[src/verilog/flash_host_pkg.sv]
// Constants and types shared by the flash host controller and its bus cycle engine
package flash_host_pkg;

    localparam int CLK_MHZ       = 50;
    localparam int CLK_PERIOD_NS = 20;

    // Bus timing, least times rounded up to whole cycles
    localparam int T_WE_PULSE_NS = 40;
    localparam int WE_PULSE_CYC  = (T_WE_PULSE_NS + CLK_PERIOD_NS - 1) / CLK_PERIOD_NS;
    localparam int T_ACCESS_NS   = 70;
    localparam int ACCESS_CYC    = (T_ACCESS_NS + CLK_PERIOD_NS - 1) / CLK_PERIOD_NS;
    localparam int SYNC_CYC      = 3;
    localparam int T_GUARD_NS    = 100;
    localparam int GUARD_CYC     = (T_GUARD_NS + CLK_PERIOD_NS - 1) / CLK_PERIOD_NS;
    localparam int T_POR_MS      = 10;
    localparam int POR_CYC       = T_POR_MS * 1000 * CLK_MHZ;

    localparam int ADDR_W = 20;
    localparam int DATA_W = 16;

    // Command addresses
    localparam logic [ADDR_W-1:0] ADDR_UNLOCK1    = 20'h00555;
    localparam logic [ADDR_W-1:0] ADDR_UNLOCK2    = 20'h00aaa;
    localparam logic [ADDR_W-1:0] ADDR_LOCK_STATE = 20'h00080;
    localparam logic [ADDR_W-1:0] ADDR_CFI        = 20'h00055;
    localparam logic [ADDR_W-1:0] ADDR_ANY        = 20'h00000;
    localparam logic [ADDR_W-1:0] SEC_BASE        = 20'h00081;
    localparam int                SEC_HALF_WORDS  = 4;

    // Command data
    localparam logic [DATA_W-1:0] D_UNLOCK1  = 16'h00aa;
    localparam logic [DATA_W-1:0] D_UNLOCK2  = 16'h0055;
    localparam logic [DATA_W-1:0] D_ID_ENTRY = 16'h0090;
    localparam logic [DATA_W-1:0] D_ID_EXIT  = 16'h00f0;
    localparam logic [DATA_W-1:0] D_SEC_PROG = 16'h00c0;
    localparam logic [DATA_W-1:0] D_SEC_LOCK = 16'h0000;
    localparam logic [DATA_W-1:0] D_SET_CFG  = 16'h00d0;
    localparam logic [DATA_W-1:0] D_CFI      = 16'h0098;

    // Status bit positions
    localparam int POLLING_BIT       = 7;
    localparam int TOGGLE_BIT        = 6;
    localparam int FAILURE_BIT       = 5;
    localparam int SUPPLY_FAULT_BIT  = 3;
    localparam int ERASE_TOGGLE_BIT  = 2;
    localparam int LOCK_CONTROL_BIT  = 1;

    typedef enum logic [2:0] {
        OP_READ, OP_PROG_SEC, OP_LOCK_SEC, OP_LOCK_STATE,
        OP_READ_SEC, OP_CFI_ENTER, OP_ID_EXIT, OP_SET_CFG
    } op_t;

    typedef enum logic [1:0] {ACT_WR, ACT_RD, ACT_POLL, ACT_END} act_t;

    typedef struct packed {
        op_t               op;
        logic [ADDR_W-1:0] addr;
        logic [DATA_W-1:0] data;
    } cmd_t;

    typedef struct packed {
        act_t              act;
        logic [ADDR_W-1:0] addr;
        logic [DATA_W-1:0] data;
    } step_t;

    typedef struct packed {
        logic [DATA_W-1:0] data;
        logic              locked;
        logic              fail;
        logic              supply_fault;
        logic              refused;
    } result_t;

endpackage

[src/verilog/flash_host_ctrl.sv]
// Host controller driving a parallel flash: security register, query mode and status polling
`timescale 1ns/100ps
module flash_host_ctrl
#(
    parameter int POR_CYCLES = flash_host_pkg::POR_CYC
)
(
    input  wire logic                              mclk_in,
    input  wire logic                              arst_n_in,
    input  wire logic                              cmd_valid_in,
    input  wire flash_host_pkg::cmd_t              cmd_in,
    output logic                                   cmd_ready_out,
    output logic                                   res_valid_out,
    output flash_host_pkg::result_t                res_out,
    output logic                                   flash_ready_out,
    output logic                                   ce_n_out,
    output logic                                   oe_n_out,
    output logic                                   we_n_out,
    output logic      [flash_host_pkg::ADDR_W-1:0] addr_out,
    output logic      [flash_host_pkg::DATA_W-1:0] dq_out,
    output logic                                   dq_oe_n_out,
    input  wire logic [flash_host_pkg::DATA_W-1:0] dq_in,
    input  wire logic                              rdy_busy_in
);
    typedef enum logic [1:0] {S_IDLE, S_ISSUE, S_WAIT, S_GUARD} state_t;

    localparam int POR_W = $clog2(POR_CYCLES + 1);
    localparam logic [2:0] EXIT_IDX = 3'h5;

    function automatic flash_host_pkg::step_t mk(input flash_host_pkg::act_t a,
                                                 input logic [flash_host_pkg::ADDR_W-1:0] ad,
                                                 input logic [flash_host_pkg::DATA_W-1:0] d);
        flash_host_pkg::step_t s;
        s.act  = a;
        s.addr = ad;
        s.data = d;
        return s;
    endfunction

    function automatic flash_host_pkg::step_t step_of(input flash_host_pkg::cmd_t c,
                                                      input logic [2:0] i);
        flash_host_pkg::step_t s;
        logic [flash_host_pkg::DATA_W-1:0] code;
        s = mk(flash_host_pkg::ACT_END, flash_host_pkg::ADDR_ANY, '0);
        code = (c.op == flash_host_pkg::OP_SET_CFG) ? flash_host_pkg::D_SET_CFG :
               (c.op == flash_host_pkg::OP_PROG_SEC || c.op == flash_host_pkg::OP_LOCK_SEC)
               ? flash_host_pkg::D_SEC_PROG : flash_host_pkg::D_ID_ENTRY;
        case (c.op)
            flash_host_pkg::OP_READ:
                if (i == 3'h0)
                    s = mk(flash_host_pkg::ACT_RD, c.addr, '0);
            // query entry is one write, legal in read or identification mode
            flash_host_pkg::OP_CFI_ENTER:
                if (i == 3'h0)
                    s = mk(flash_host_pkg::ACT_WR, flash_host_pkg::ADDR_CFI, flash_host_pkg::D_CFI);
            flash_host_pkg::OP_ID_EXIT:
                if (i == 3'h0)
                    s = mk(flash_host_pkg::ACT_WR, flash_host_pkg::ADDR_ANY,
                           flash_host_pkg::D_ID_EXIT);
            default:
                case (i)
                    3'h0: s = mk(flash_host_pkg::ACT_WR, flash_host_pkg::ADDR_UNLOCK1,
                                 flash_host_pkg::D_UNLOCK1);
                    3'h1: s = mk(flash_host_pkg::ACT_WR, flash_host_pkg::ADDR_UNLOCK2,
                                 flash_host_pkg::D_UNLOCK2);
                    3'h2: s = mk(flash_host_pkg::ACT_WR, flash_host_pkg::ADDR_UNLOCK1, code);
                    3'h3:
                        // fourth cycle carries user address and data
                        if (c.op == flash_host_pkg::OP_PROG_SEC)
                            s = mk(flash_host_pkg::ACT_WR, c.addr, c.data);
                        // lock control bit cleared in the last cycle
                        else if (c.op == flash_host_pkg::OP_LOCK_SEC)
                            s = mk(flash_host_pkg::ACT_WR, flash_host_pkg::ADDR_LOCK_STATE,
                                   flash_host_pkg::D_SEC_LOCK);
                        else if (c.op == flash_host_pkg::OP_LOCK_STATE)
                            s = mk(flash_host_pkg::ACT_RD, flash_host_pkg::ADDR_LOCK_STATE, '0);
                        else if (c.op == flash_host_pkg::OP_READ_SEC)
                            s = mk(flash_host_pkg::ACT_RD, c.addr, '0);
                        else
                            s = mk(flash_host_pkg::ACT_WR, flash_host_pkg::ADDR_ANY,
                                   {14'h0000, c.data[1:0]});
                    3'h4:
                        if (c.op == flash_host_pkg::OP_PROG_SEC ||
                            c.op == flash_host_pkg::OP_LOCK_SEC)
                            s = mk(flash_host_pkg::ACT_POLL, c.addr, '0);
                        // leave identification mode before anything else
                        else if (c.op != flash_host_pkg::OP_SET_CFG)
                            s = mk(flash_host_pkg::ACT_WR, flash_host_pkg::ADDR_ANY,
                                   flash_host_pkg::D_ID_EXIT);
                    default: s = mk(flash_host_pkg::ACT_END, flash_host_pkg::ADDR_ANY, '0);
                endcase
        endcase
        return s;
    endfunction

    state_t                   state_q;
    state_t                   state_d;
    flash_host_pkg::cmd_t     cmd_q;
    logic [2:0]               idx_q;
    logic                     exit_q;
    logic                     have_prev_q;
    logic                     prev_tog_q;
    logic [1:0]               recheck_q;
    logic [3:0]               guard_q;
    logic [POR_W-1:0]         por_cnt_q;
    logic [2:0]               rdy_sync_q;
    flash_host_pkg::result_t  res_d;
    logic                     eng_done;
    logic [flash_host_pkg::DATA_W-1:0] eng_rdata;

    // programming only after the power-on delay
    wire por_done = (por_cnt_q == POR_W'(POR_CYCLES));
    wire accept   = cmd_ready_out && cmd_valid_in;

    // the factory half may never be written; only user words qualify
    wire [flash_host_pkg::ADDR_W-1:0] sec_off = cmd_in.addr - flash_host_pkg::SEC_BASE;
    wire in_user = (cmd_in.addr >= flash_host_pkg::SEC_BASE) &&
                   (sec_off >= 20'(flash_host_pkg::SEC_HALF_WORDS)) &&
                   (sec_off < 20'(2 * flash_host_pkg::SEC_HALF_WORDS));
    wire refuse  = (cmd_in.op == flash_host_pkg::OP_PROG_SEC) && !in_user;

    wire flash_host_pkg::step_t cur_step = (exit_q && idx_q == EXIT_IDX)
        ? mk(flash_host_pkg::ACT_WR, flash_host_pkg::ADDR_ANY, flash_host_pkg::D_ID_EXIT)
        : step_of(cmd_q, idx_q);
    wire eng_start  = (state_q == S_ISSUE) && (cur_step.act != flash_host_pkg::ACT_END);
    wire eng_write  = (cur_step.act == flash_host_pkg::ACT_WR);
    wire is_poll    = (cur_step.act == flash_host_pkg::ACT_POLL);
    // toggling stopped when two successive reads agree
    wire tog_stable = have_prev_q && (eng_rdata[flash_host_pkg::TOGGLE_BIT] == prev_tog_q);
    wire fault_seen = eng_rdata[flash_host_pkg::FAILURE_BIT] |
                      eng_rdata[flash_host_pkg::SUPPLY_FAULT_BIT];
    // after a fault two more reads confirm the toggle state
    wire poll_fail  = fault_seen && !tog_stable && (recheck_q == 2'h2);

    always_comb
    begin
        state_d = state_q;
        unique case (state_q)
            S_IDLE:  if (accept) state_d = refuse ? S_GUARD : S_ISSUE;
            S_ISSUE: state_d = eng_start ? S_WAIT : S_GUARD;
            S_WAIT:  if (eng_done) state_d = S_ISSUE;
            S_GUARD: if (guard_q == 4'(flash_host_pkg::GUARD_CYC)) state_d = S_IDLE;
        endcase
    end

    always_comb
    begin
        res_d = res_out;
        if (accept)
        begin
            res_d         = '0;
            res_d.refused = refuse;
        end
        else if (state_q == S_WAIT && eng_done && !eng_write)
        begin
            if (!is_poll || tog_stable)
                res_d.data = eng_rdata;
            if (cmd_q.op == flash_host_pkg::OP_LOCK_STATE && !is_poll)
                res_d.locked = !eng_rdata[flash_host_pkg::LOCK_CONTROL_BIT];
            // a fault counts only once toggling is confirmed ongoing
            if (is_poll && poll_fail)
            begin
                res_d.fail         = eng_rdata[flash_host_pkg::FAILURE_BIT];
                res_d.supply_fault = eng_rdata[flash_host_pkg::SUPPLY_FAULT_BIT];
            end
        end
    end

    always_ff @(posedge mclk_in or negedge arst_n_in)
    begin
        if (!arst_n_in)
        begin
            state_q   <= S_IDLE;
            cmd_q     <= '0;
            guard_q   <= 4'h0;
            por_cnt_q <= '0;
            res_out   <= '0;
        end
        else
        begin
            state_q   <= state_d;
            res_out   <= res_d;
            por_cnt_q <= por_done ? por_cnt_q : por_cnt_q + POR_W'(1);
            guard_q   <= (state_q == S_GUARD) ? guard_q + 4'h1 : 4'h0;
            if (accept)
                cmd_q <= cmd_in;
        end
    end

    always_ff @(posedge mclk_in or negedge arst_n_in)
    begin
        if (!arst_n_in)
        begin
            idx_q       <= 3'h0;
            exit_q      <= 1'b0;
            have_prev_q <= 1'b0;
            prev_tog_q  <= 1'b0;
            recheck_q   <= 2'h0;
        end
        else if (accept)
        begin
            idx_q       <= 3'h0;
            exit_q      <= 1'b0;
            have_prev_q <= 1'b0;
            recheck_q   <= 2'h0;
        end
        else if (state_q == S_WAIT && eng_done)
        begin
            if (!is_poll || tog_stable)
                idx_q <= idx_q + 3'h1;
            else if (poll_fail)
            begin
                // A fault leaves the device in status mode, so send the exit write
                idx_q  <= EXIT_IDX;
                exit_q <= 1'b1;
            end
            else
            begin
                have_prev_q <= 1'b1;
                prev_tog_q  <= eng_rdata[flash_host_pkg::TOGGLE_BIT];
                if (fault_seen)
                    recheck_q <= recheck_q + 2'h1;
            end
        end
    end

    always_ff @(posedge mclk_in or negedge arst_n_in)
    begin
        if (!arst_n_in)
        begin
            cmd_ready_out   <= 1'b0;
            res_valid_out   <= 1'b0;
            rdy_sync_q      <= 3'h0;
            flash_ready_out <= 1'b0;
        end
        else
        begin
            cmd_ready_out <= (state_d == S_IDLE) && por_done && !accept;
            res_valid_out <= (state_q == S_ISSUE) && !eng_start;
            rdy_sync_q    <= {rdy_sync_q[1:0], rdy_busy_in};
            // open-drain line reads high only when every device has released it
            if (rdy_sync_q[1] == rdy_sync_q[2])
                flash_ready_out <= rdy_sync_q[2];
        end
    end

    flash_bus_cycle i_flash_bus_cycle
    (
        .mclk_in     (mclk_in),
        .arst_n_in   (arst_n_in),
        .start_in    (eng_start),
        .write_in    (eng_write),
        .addr_in     (cur_step.addr),
        .data_in     (cur_step.data),
        .done_out    (eng_done),
        .rdata_out   (eng_rdata),
        .ce_n_out    (ce_n_out),
        .oe_n_out    (oe_n_out),
        .we_n_out    (we_n_out),
        .addr_out    (addr_out),
        .dq_out      (dq_out),
        .dq_oe_n_out (dq_oe_n_out),
        .dq_in       (dq_in)
    );
endmodule

[src/verilog/flash_bus_cycle.sv]
// One asynchronous flash bus cycle: a write strobe or a read with synchronised capture
`timescale 1ns/100ps
module flash_bus_cycle
(
    input  wire logic                              mclk_in,
    input  wire logic                              arst_n_in,
    input  wire logic                              start_in,
    input  wire logic                              write_in,
    input  wire logic [flash_host_pkg::ADDR_W-1:0] addr_in,
    input  wire logic [flash_host_pkg::DATA_W-1:0] data_in,
    output logic                                   done_out,
    output logic      [flash_host_pkg::DATA_W-1:0] rdata_out,
    output logic                                   ce_n_out,
    output logic                                   oe_n_out,
    output logic                                   we_n_out,
    output logic      [flash_host_pkg::ADDR_W-1:0] addr_out,
    output logic      [flash_host_pkg::DATA_W-1:0] dq_out,
    output logic                                   dq_oe_n_out,
    input  wire logic [flash_host_pkg::DATA_W-1:0] dq_in
);
    typedef enum logic [1:0] {E_IDLE, E_SETUP, E_PULSE, E_HOLD} eng_state_t;

    localparam logic [7:0] WR_CNT = 8'(flash_host_pkg::WE_PULSE_CYC - 1);
    localparam logic [7:0] RD_CNT = 8'(flash_host_pkg::ACCESS_CYC + flash_host_pkg::SYNC_CYC - 1);

    eng_state_t                      state_q;
    logic                            write_q;
    logic [7:0]                      cnt_q;
    logic [flash_host_pkg::DATA_W-1:0] dq_s1_q;
    logic [flash_host_pkg::DATA_W-1:0] dq_s2_q;
    logic [flash_host_pkg::DATA_W-1:0] dq_s3_q;

    // A read ends only once the last two sync stages agree on the bus value
    wire pulse_end = (cnt_q == 8'h00) && (write_q || (dq_s2_q == dq_s3_q));

    always_ff @(posedge mclk_in or negedge arst_n_in)
    begin
        if (!arst_n_in)
        begin
            dq_s1_q <= '0;
            dq_s2_q <= '0;
            dq_s3_q <= '0;
        end
        else
        begin
            dq_s1_q <= dq_in;
            dq_s2_q <= dq_s1_q;
            dq_s3_q <= dq_s2_q;
        end
    end

    always_ff @(posedge mclk_in or negedge arst_n_in)
    begin
        if (!arst_n_in)
        begin
            state_q     <= E_IDLE;
            write_q     <= 1'b0;
            cnt_q       <= 8'h00;
            done_out    <= 1'b0;
            rdata_out   <= '0;
            ce_n_out    <= 1'b1;
            oe_n_out    <= 1'b1;
            we_n_out    <= 1'b1;
            addr_out    <= '0;
            dq_out      <= '0;
            dq_oe_n_out <= 1'b1;
        end
        else
        begin
            done_out <= 1'b0;
            unique case (state_q)
                E_IDLE:
                    if (start_in)
                    begin
                        write_q     <= write_in;
                        addr_out    <= addr_in;
                        dq_out      <= data_in;
                        dq_oe_n_out <= !write_in;
                        ce_n_out    <= 1'b0;
                        state_q     <= E_SETUP;
                    end
                E_SETUP:
                begin
                    // strobe only with chip selected and output enable high
                    we_n_out <= !write_q;
                    oe_n_out <= write_q;
                    cnt_q    <= write_q ? WR_CNT : RD_CNT;
                    state_q  <= E_PULSE;
                end
                E_PULSE:
                    if (!pulse_end)
                        cnt_q <= (cnt_q == 8'h00) ? cnt_q : cnt_q - 8'h01;
                    else
                    begin
                        if (!write_q)
                            rdata_out <= dq_s3_q;
                        we_n_out <= 1'b1;
                        oe_n_out <= 1'b1;
                        state_q  <= E_HOLD;
                    end
                E_HOLD:
                begin
                    ce_n_out    <= 1'b1;
                    dq_oe_n_out <= 1'b1;
                    done_out    <= 1'b1;
                    state_q     <= E_IDLE;
                end
            endcase
        end
    end
endmodule

[config.mk]
export PLATFORM = sky130hd
export DESIGN_NAME = flash_host_ctrl
export DESIGN_NICKNAME = d
export VERILOG_FILES = /design/src/verilog/flash_host_pkg.sv /design/src/verilog/flash_host_ctrl.sv /design/src/verilog/flash_bus_cycle.sv
export SDC_FILE = /design/constraint.sdc
export NUM_CORES = 1
export LEC_CHECK = 0
export BUFFER_PORTS_ARGS = -buffer_cell sky130_fd_sc_hd__buf_2
export CAP_MARGIN = 30
export CORE_MARGIN = 10
export CORE_UTILIZATION = 45
export CTS_CLUSTER_SIZE = 14
export DETAILED_ROUTE_END_ITERATION = 7
export SLEW_MARGIN = 10
export SYNTH_ARGS = -nofsm -noshare
export SYNTH_HDL_FRONTEND = slang
export SYNTH_SLANG_ARGS = --single-unit
[constraint.sdc]
create_clock -name mclk_in -period 3.03 [get_ports mclk_in]
set_input_delay 0.1515 -clock mclk_in [delete_from_list [all_inputs] [get_ports mclk_in]]
set_output_delay 0.1515 -clock mclk_in [all_outputs]
set_load 0.02 [all_outputs]
Word-level counts from Yosys, hierarchy flattened
Cells that the tools add are included.

cells by class
  add/subtract/negate cells = 6
  multipliers = 0
  divide/modulo/power cells = 0
  magnitude comparators = 3
  equal/unequal tests = 34
  shifts and indexed selects = 0
  mux-type cells = 58
  bitwise logic cells = 5
  reductions and logical operators = 59

operators with widths
  cell                                                          count
  two-way mux 38 bit                                            6
  one-hot mux 38 bit (5 select lines)                           1
  two-way mux 37 bit                                            4
  one-hot mux 38 bit (3 select lines)                           1
  two-way mux 19 bit                                            2
  two-way mux 2 bit                                             12
  >= comparator 20 x 3 -> 1 bit (second input constant)         1
  >= comparator 20 x 8 -> 1 bit (second input constant)         1
  less-than comparator 20 x 4 -> 1 bit (second input constant)  1
  subtractor 20 x 8 -> 20 bit (second input constant)           1
  adder 19 x 1 -> 19 bit (second input constant)                1
  == test 19 bit (second input constant)                        1
  == test 3 bit (second input constant)                         6
  nonzero test 2 bit                                            9
  logical AND 1 bit                                             17
  == test 16 bit                                                1
  two-way mux 16 bit                                            1
  two-way mux 8 bit                                             2
  one-hot mux 2 bit (4 select lines)                            2
  one-hot mux 8 bit (2 select lines)                            1
  AND reduction 2 bit                                           8
  two-way mux 3 bit                                             5
  two-way mux 1 bit                                             14
  two-way mux 7 bit                                             2
  25 further kinds                                              65

storage, ports and cells
  flip-flop bits (word level) = 214
  latch bits = 0
  bits in writable memories = 0
  ROM bits = 0
  input port bits = 59
  output and inout bits = 63
  logic and storage cells = 199
  memories kept = 0

Depth between registers and ports, before layout
  depth after elaboration = 15
  gate-level depth with buffers = 12
  depth with buffers taken out = 8

Hierarchy
From an unflattened synthesis, not the netlist that was laid out.

unflattened totals
  cells, all modules = 859
  area, all modules = 9382.7 um^2

modules (own cells, without submodules)
  module           times used  cells each  area an instance (um^2)
  flash_host_ctrl  1           578         5139.9
  flash_bus_cycle  1           281         4242.8

Worst setup path after synthesis
No wires, ideal clock.

  path type = register -> register
  start point = register idx_q[2]
  end point = register i_flash_bus_cycle.write_q
  arrival = 2.267 ns
  path slack = 0.636 ns
  cell stages (with the launch flop) = 11
  path buffers = 3
  clock period less this slack = 2.394 ns
  cells stage by stage = dfrtp_1 -> buf_2 -> inv_1 -> ha_1 -> buf_2 -> and3b_1 -> nor3_1 -> o21a_4 -> o41ai_4 -> buf_6 -> mux2_1

between the ends
  longest elaborated chain between the ends = 7

RTL lines
  what                                                               RTL line                RTL
  from (decl)                                                        flash_host_ctrl.sv:99   logic [2:0] idx_q;
  from (signal assigned)                                             flash_host_ctrl.sv:210  idx_q <= idx_q + 3'h1;
  == test 3 bit, or another cell as far along                        flash_host_ctrl.sv:61   case (i)
  one-hot mux 38 bit (5 select lines), or another cell as far along  flash_host_ctrl.sv:61
  one-hot mux 38 bit (3 select lines)                                flash_host_ctrl.sv:48   case (c.op)
  two-way mux 38 bit *                                               flash_host_ctrl.sv:123  ? mk(flash_host_pkg::ACT_WR, flash_host_pkg::ADDR_ANY, flash_host_pkg::D_ID_EXIT)
  inequality test 2 bit                                              flash_host_ctrl.sv:125  wire eng_start = (state_q == S_ISSUE) && (cur_step.act != flash_host_pkg::ACT_END);
  logical AND 1 bit                                                  flash_host_ctrl.sv:125
  AND reduction 2 bit (no source line)                               -
  to (signal assigned)                                               flash_bus_cycle.sv:75   write_q <= write_in;
  to (decl)                                                          flash_bus_cycle.sv:27   logic write_q;

Every way passes the cells marked *; elsewhere a longest branch is shown, timed or not.
A chain may end at the register's enable or synchronous reset.

Final worst setup path
  start point = register idx_q[0]
  end point = register i_flash_bus_cycle.addr_out[12] (netlist name)

between the ends
  longest elaborated chain between the ends = 7

RTL lines
  what                                                               RTL line                RTL
  == test 3 bit, or another cell as far along                        flash_host_ctrl.sv:61
  one-hot mux 38 bit (5 select lines), or another cell as far along  flash_host_ctrl.sv:61
  one-hot mux 38 bit (3 select lines)                                flash_host_ctrl.sv:48
  two-way mux 38 bit *                                               flash_host_ctrl.sv:123
  inequality test 2 bit                                              flash_host_ctrl.sv:125
  logical AND 1 bit                                                  flash_host_ctrl.sv:125
  AND reduction 2 bit (no source line)                               -
  to (signal assigned)                                               flash_bus_cycle.sv:76   addr_out <= addr_in;
  to (decl)                                                          flash_bus_cycle.sv:16   output logic [flash_host_pkg::ADDR_W-1:0] addr_out,

Marked as above.

==> flow_metrics.env <==
export IMPL_status="completed"
export IMPL_nFillCells=1659
export IMPL_peakVddDrop_v=0.0004612
export IMPL_timing_rr_end="i_flash_bus_cycle.addr_out[12]"
export IMPL_synth_cell_types=82
export IMPL_avgSynthCellArea_um2=11.72
export IMPL_num_vias=6670
export IMPL_layout_min_cycle_time_ns=2.708
export IMPL_final_setup_tns_ns=0
export IMPL_clock_latency_ns=0.52
export IMPL_whs_path_depth=4
export IMPL_synth_fa_ha_area_share_pct=2.236
export IMPL_grt_usage_pct=15.98
export IMPL_synth_seq_cells=214
export IMPL_place_area_um2=10360
export IMPL_synth_top_cell_by_area="dfrtp_1"
export IMPL_stdcell_count=1288
export IMPL_grt_max_degree=94
export IMPL_multi_input_area_um2=3767
export IMPL_setup_worst_path_end_class="flip-flop"
export IMPL_cp_num_buf_inv=2
export IMPL_die_w_um=164.6
export IMPL_slowest_delay_ns=0.53
export IMPL_postRouteAntennaNets=0
export IMPL_reg2reg_depth=8
export IMPL_cp_arrival_ns=3.15
export IMPL_critPathLaunchType="flip-flop"
export IMPL_synth_top_flop_cell="dfrtp_1"
export IMPL_cp_cell_sequence="inv_1, ha_1, and2_1, o21ai_0, o21a_1, o41ai_4, buf_4, a22o_1"
export IMPL_skew_ns=0.01435
export IMPL_regArea_um2=5360
export IMPL_final_core_utilization_pct=57.27
export IMPL_cp_required_ns=3.47
export IMPL_start_util_pct=46.17
export IMPL_yosysTopAreaCellShare_pct=55.89
export IMPL_drc=0
export IMPL_ios=122
export IMPL_synth_xor_area_share_pct=3.713
export IMPL_cts_made_buffers=24
export IMPL_slew_headroom_pct=51.04
export IMPL_die_area_um2=27080
export IMPL_crit_path_end="i_flash_bus_cycle.addr_out[12]"
export IMPL_slew_violations=0
export IMPL_clk_path_buf_depth=3
export IMPL_grt_pass1_vias=6905
export IMPL_setup_viol=0
export IMPL_synth_compound_area_share_pct=13.05
export IMPL_area_growth_pct=24.03
export IMPL_dpl_cell_count=1186
export IMPL_drt_pre_antenna_iters=5
export IMPL_synthSimpleGateAreaFrac_pct=13.17
export IMPL_dp_hpwl_um=14780
export IMPL_grt_overflow_total=0
export IMPL_drive_gt1_share_pct=26.65
export IMPL_tritoncts="done"
export IMPL_syn_num_nets=877
export IMPL_tightest_slew_ns=0.7266
export IMPL_wl_per_cell_um=16.58
export IMPL_r2r_start="idx_q[0]"
export IMPL_postCtsSetupRepairBufs=0
export IMPL_r2r_setup_slack_ns=0.32
export IMPL_timing_final_crit_share_pct=89.39
export IMPL_rsz0062_at_grt="no"
export IMPL_nets=1074
export IMPL_crit_fanout=30
export IMPL_antenna_found_initial=0
export IMPL_synthCells=802
export IMPL_synth_area_leaders="dfrtp_1 56%, mux2_2 6.7%, nand2_1 3.2%, xnor2_1 2.9%, ha_1 2.1%"
export IMPL_crit_family="compound AO/OA/AOI/OAI gates"
export IMPL_die_h_um=164.6
export IMPL_hold_violations=0
export IMPL_synthMuxAreaShare_pct=7.891
export IMPL_numClockSinks=214
export IMPL_yosys_warnings=0
export IMPL_synth_cell_area_um2=9403
export IMPL_core_area_um2=20360
export IMPL_hold_path_class="in -> reg"
export IMPL_cp_startpoint="idx_q[0]"
export IMPL_slowest_stage="o41ai_4"
export IMPL_place_congestion=0.8423
export IMPL_avgViaCountPerCell=5.179
export IMPL_max_freq_mhz=369.2
export IMPL_htree_levels=1
export IMPL_core_rowCount=52
export IMPL_seq_area_frac_synth_pct=57.01
export IMPL_drt_wl_total_um=21360
export IMPL_worst_setup_path_type="reg -> reg"
export IMPL_drv_cap=0
export IMPL_async_flop_share_pct=100.0
export IMPL_cts_root_buf="clkbuf_16"
export IMPL_power_density_nw_per_um2=496.2
export IMPL_clk_pin_slew_ns=0.06
export IMPL_synth_top_family_by_area="simple AND/OR/NAND/NOR gates"
export IMPL_hold_ws_ns=0.1615
export IMPL_worstSetupPathDepth=8
export IMPL_leakage_uw=0.005438
export IMPL_synth_edf_count=0
export IMPL_grt_pass1_wl_um=35710
export IMPL_finalInstanceArea_um2=11660
export IMPL_numPortBuffers=121
export IMPL_drtIter0Drc=385
==> what timing repair did <==
item | in CTS | in global routing
endpoints found under the hold margin | 143 | 0
hold buffers | 57 | 0
resized for setup | 0 | 0
==> sequential cells by signal, summed over array words and instances (netlist names), 2 cells and up <==
register,cells
i_flash_bus_cycle.dq_s2_q,16
i_flash_bus_cycle.dq_s1_q,16
state_q,2
i_flash_bus_cycle.dq_s3_q,16
idx_q,3
i_flash_bus_cycle.rdata_out,16
i_flash_bus_cycle.dq_out,16
i_flash_bus_cycle.addr_out,20
res_out,20
recheck_q,2
i_flash_bus_cycle.state_q,2
por_cnt_q,19
cmd_q,39
i_flash_bus_cycle.cnt_q,8
rdy_sync_q,3
guard_q,4
==> Yosys cell counts, types with 5 or more instances <==
master and instances:
dfrtp_1 210, nand2_1 80, mux2_2 56, nor2_1 48, a21oi_1 35, nand3_1 32, xnor2_1 31, o21ai_0 29
o21ai_1 21, inv_1 19, ha_1 16, o31ai_1 16, clkbuf_1 13, a22o_1 12, mux2i_1 10, nand2b_1 10
buf_6 9, nor2b_1 9, and3_1 8, nand4_1 8, nor3_1 8, and2_1 7, buf_2 7, nor4_1 7
xor2_1 7, o21a_1 5, or3_1 5
==> placed cells by master, fill, tap and decap left out, drive strengths merged, types with 4 or more instances in the layout <==
cell type / instances
mux2: 57
nor3: 10
nand3: 32
a21oi: 36
o211ai: 4
dlygate4sd3: 57
and3: 8
or3: 5
nor4: 9
nor2: 49
o21ai: 52
nand2: 81
a22o: 12
nand4: 8
dfstp: 4
xor2: 8
a21o: 5
inv: 19
clkbuf: 36
and2: 7
or2: 4
o21a: 6
buf: 147
nor2b: 10
xnor2: 31
mux2i: 10
dfrtp: 210
o31ai: 17
ha: 16
clkinv: 7
nand2b: 10
==> tightest hold or removal path: stages <==
cell and delay [ns]:
buf_2 0.10, nand2_1 0.06, buf_4 0.20, o21a_1 0.12
==> routing by layer <==
layer	vias up	wire length [µm]	track usage [%]
met4	0	366	4.428
li1	3250	-	-
met1	3257	9707	21.41
met3	27	964	2.938
met5	-	0	0
met2	136	10320	26.08
==> worst min-delay path by stage <==
stage,start,to
2_1_floorplan,arst_n_in,cmd_q[0]
5_1_grt,cmd_valid_in,exit_q
6_report,cmd_valid_in,exit_q
3_3_place_gp,arst_n_in,i_flash_bus_cycle.cnt_q[3]
3_5_place_dp,arst_n_in,i_flash_bus_cycle.cnt_q[2]
4_1_cts,cmd_valid_in,exit_q
==> final cells by class <==
cell class	count	share of cell area (%)
well taps	270	2.897
inverters	19	0.6115
clock inverters	8	0.4613
diodes	1	0.02146
repair buffers	204	11.95
multi-input cells	536	32.30
clock buffers	36	5.793
flip-flops and latches	214	45.96
==> cells by family after synthesis <==
kind of cell | count (synthesis)
AO/OA/AOI/OAI | 170
XOR/XNOR | 39
adder cells (fa/ha/maj) | 17
buffers and inverters | 52
flip-flops | 214
multiplexers | 67
AND/OR/NAND/NOR | 243
==> report_power, final <==
part	switching (µW)	leakage [µW]	internal, µW
logic	101	0.00233	103
clock network	1130	0.000358	1540
registers	18.8	0.00275	2900
==> metrics by stage <==
stage / power (µW) / worst slack (ns)
global route: 6025 / 0.09373
finish: 5787 / 0.3216
global placement: 3117 / 0.3741
CTS: 5877 / 0.2829
floorplan: 2994 / 0.6355
detailed placement: 3119 / 0.3096
Power figures use the tool's default switching activity.
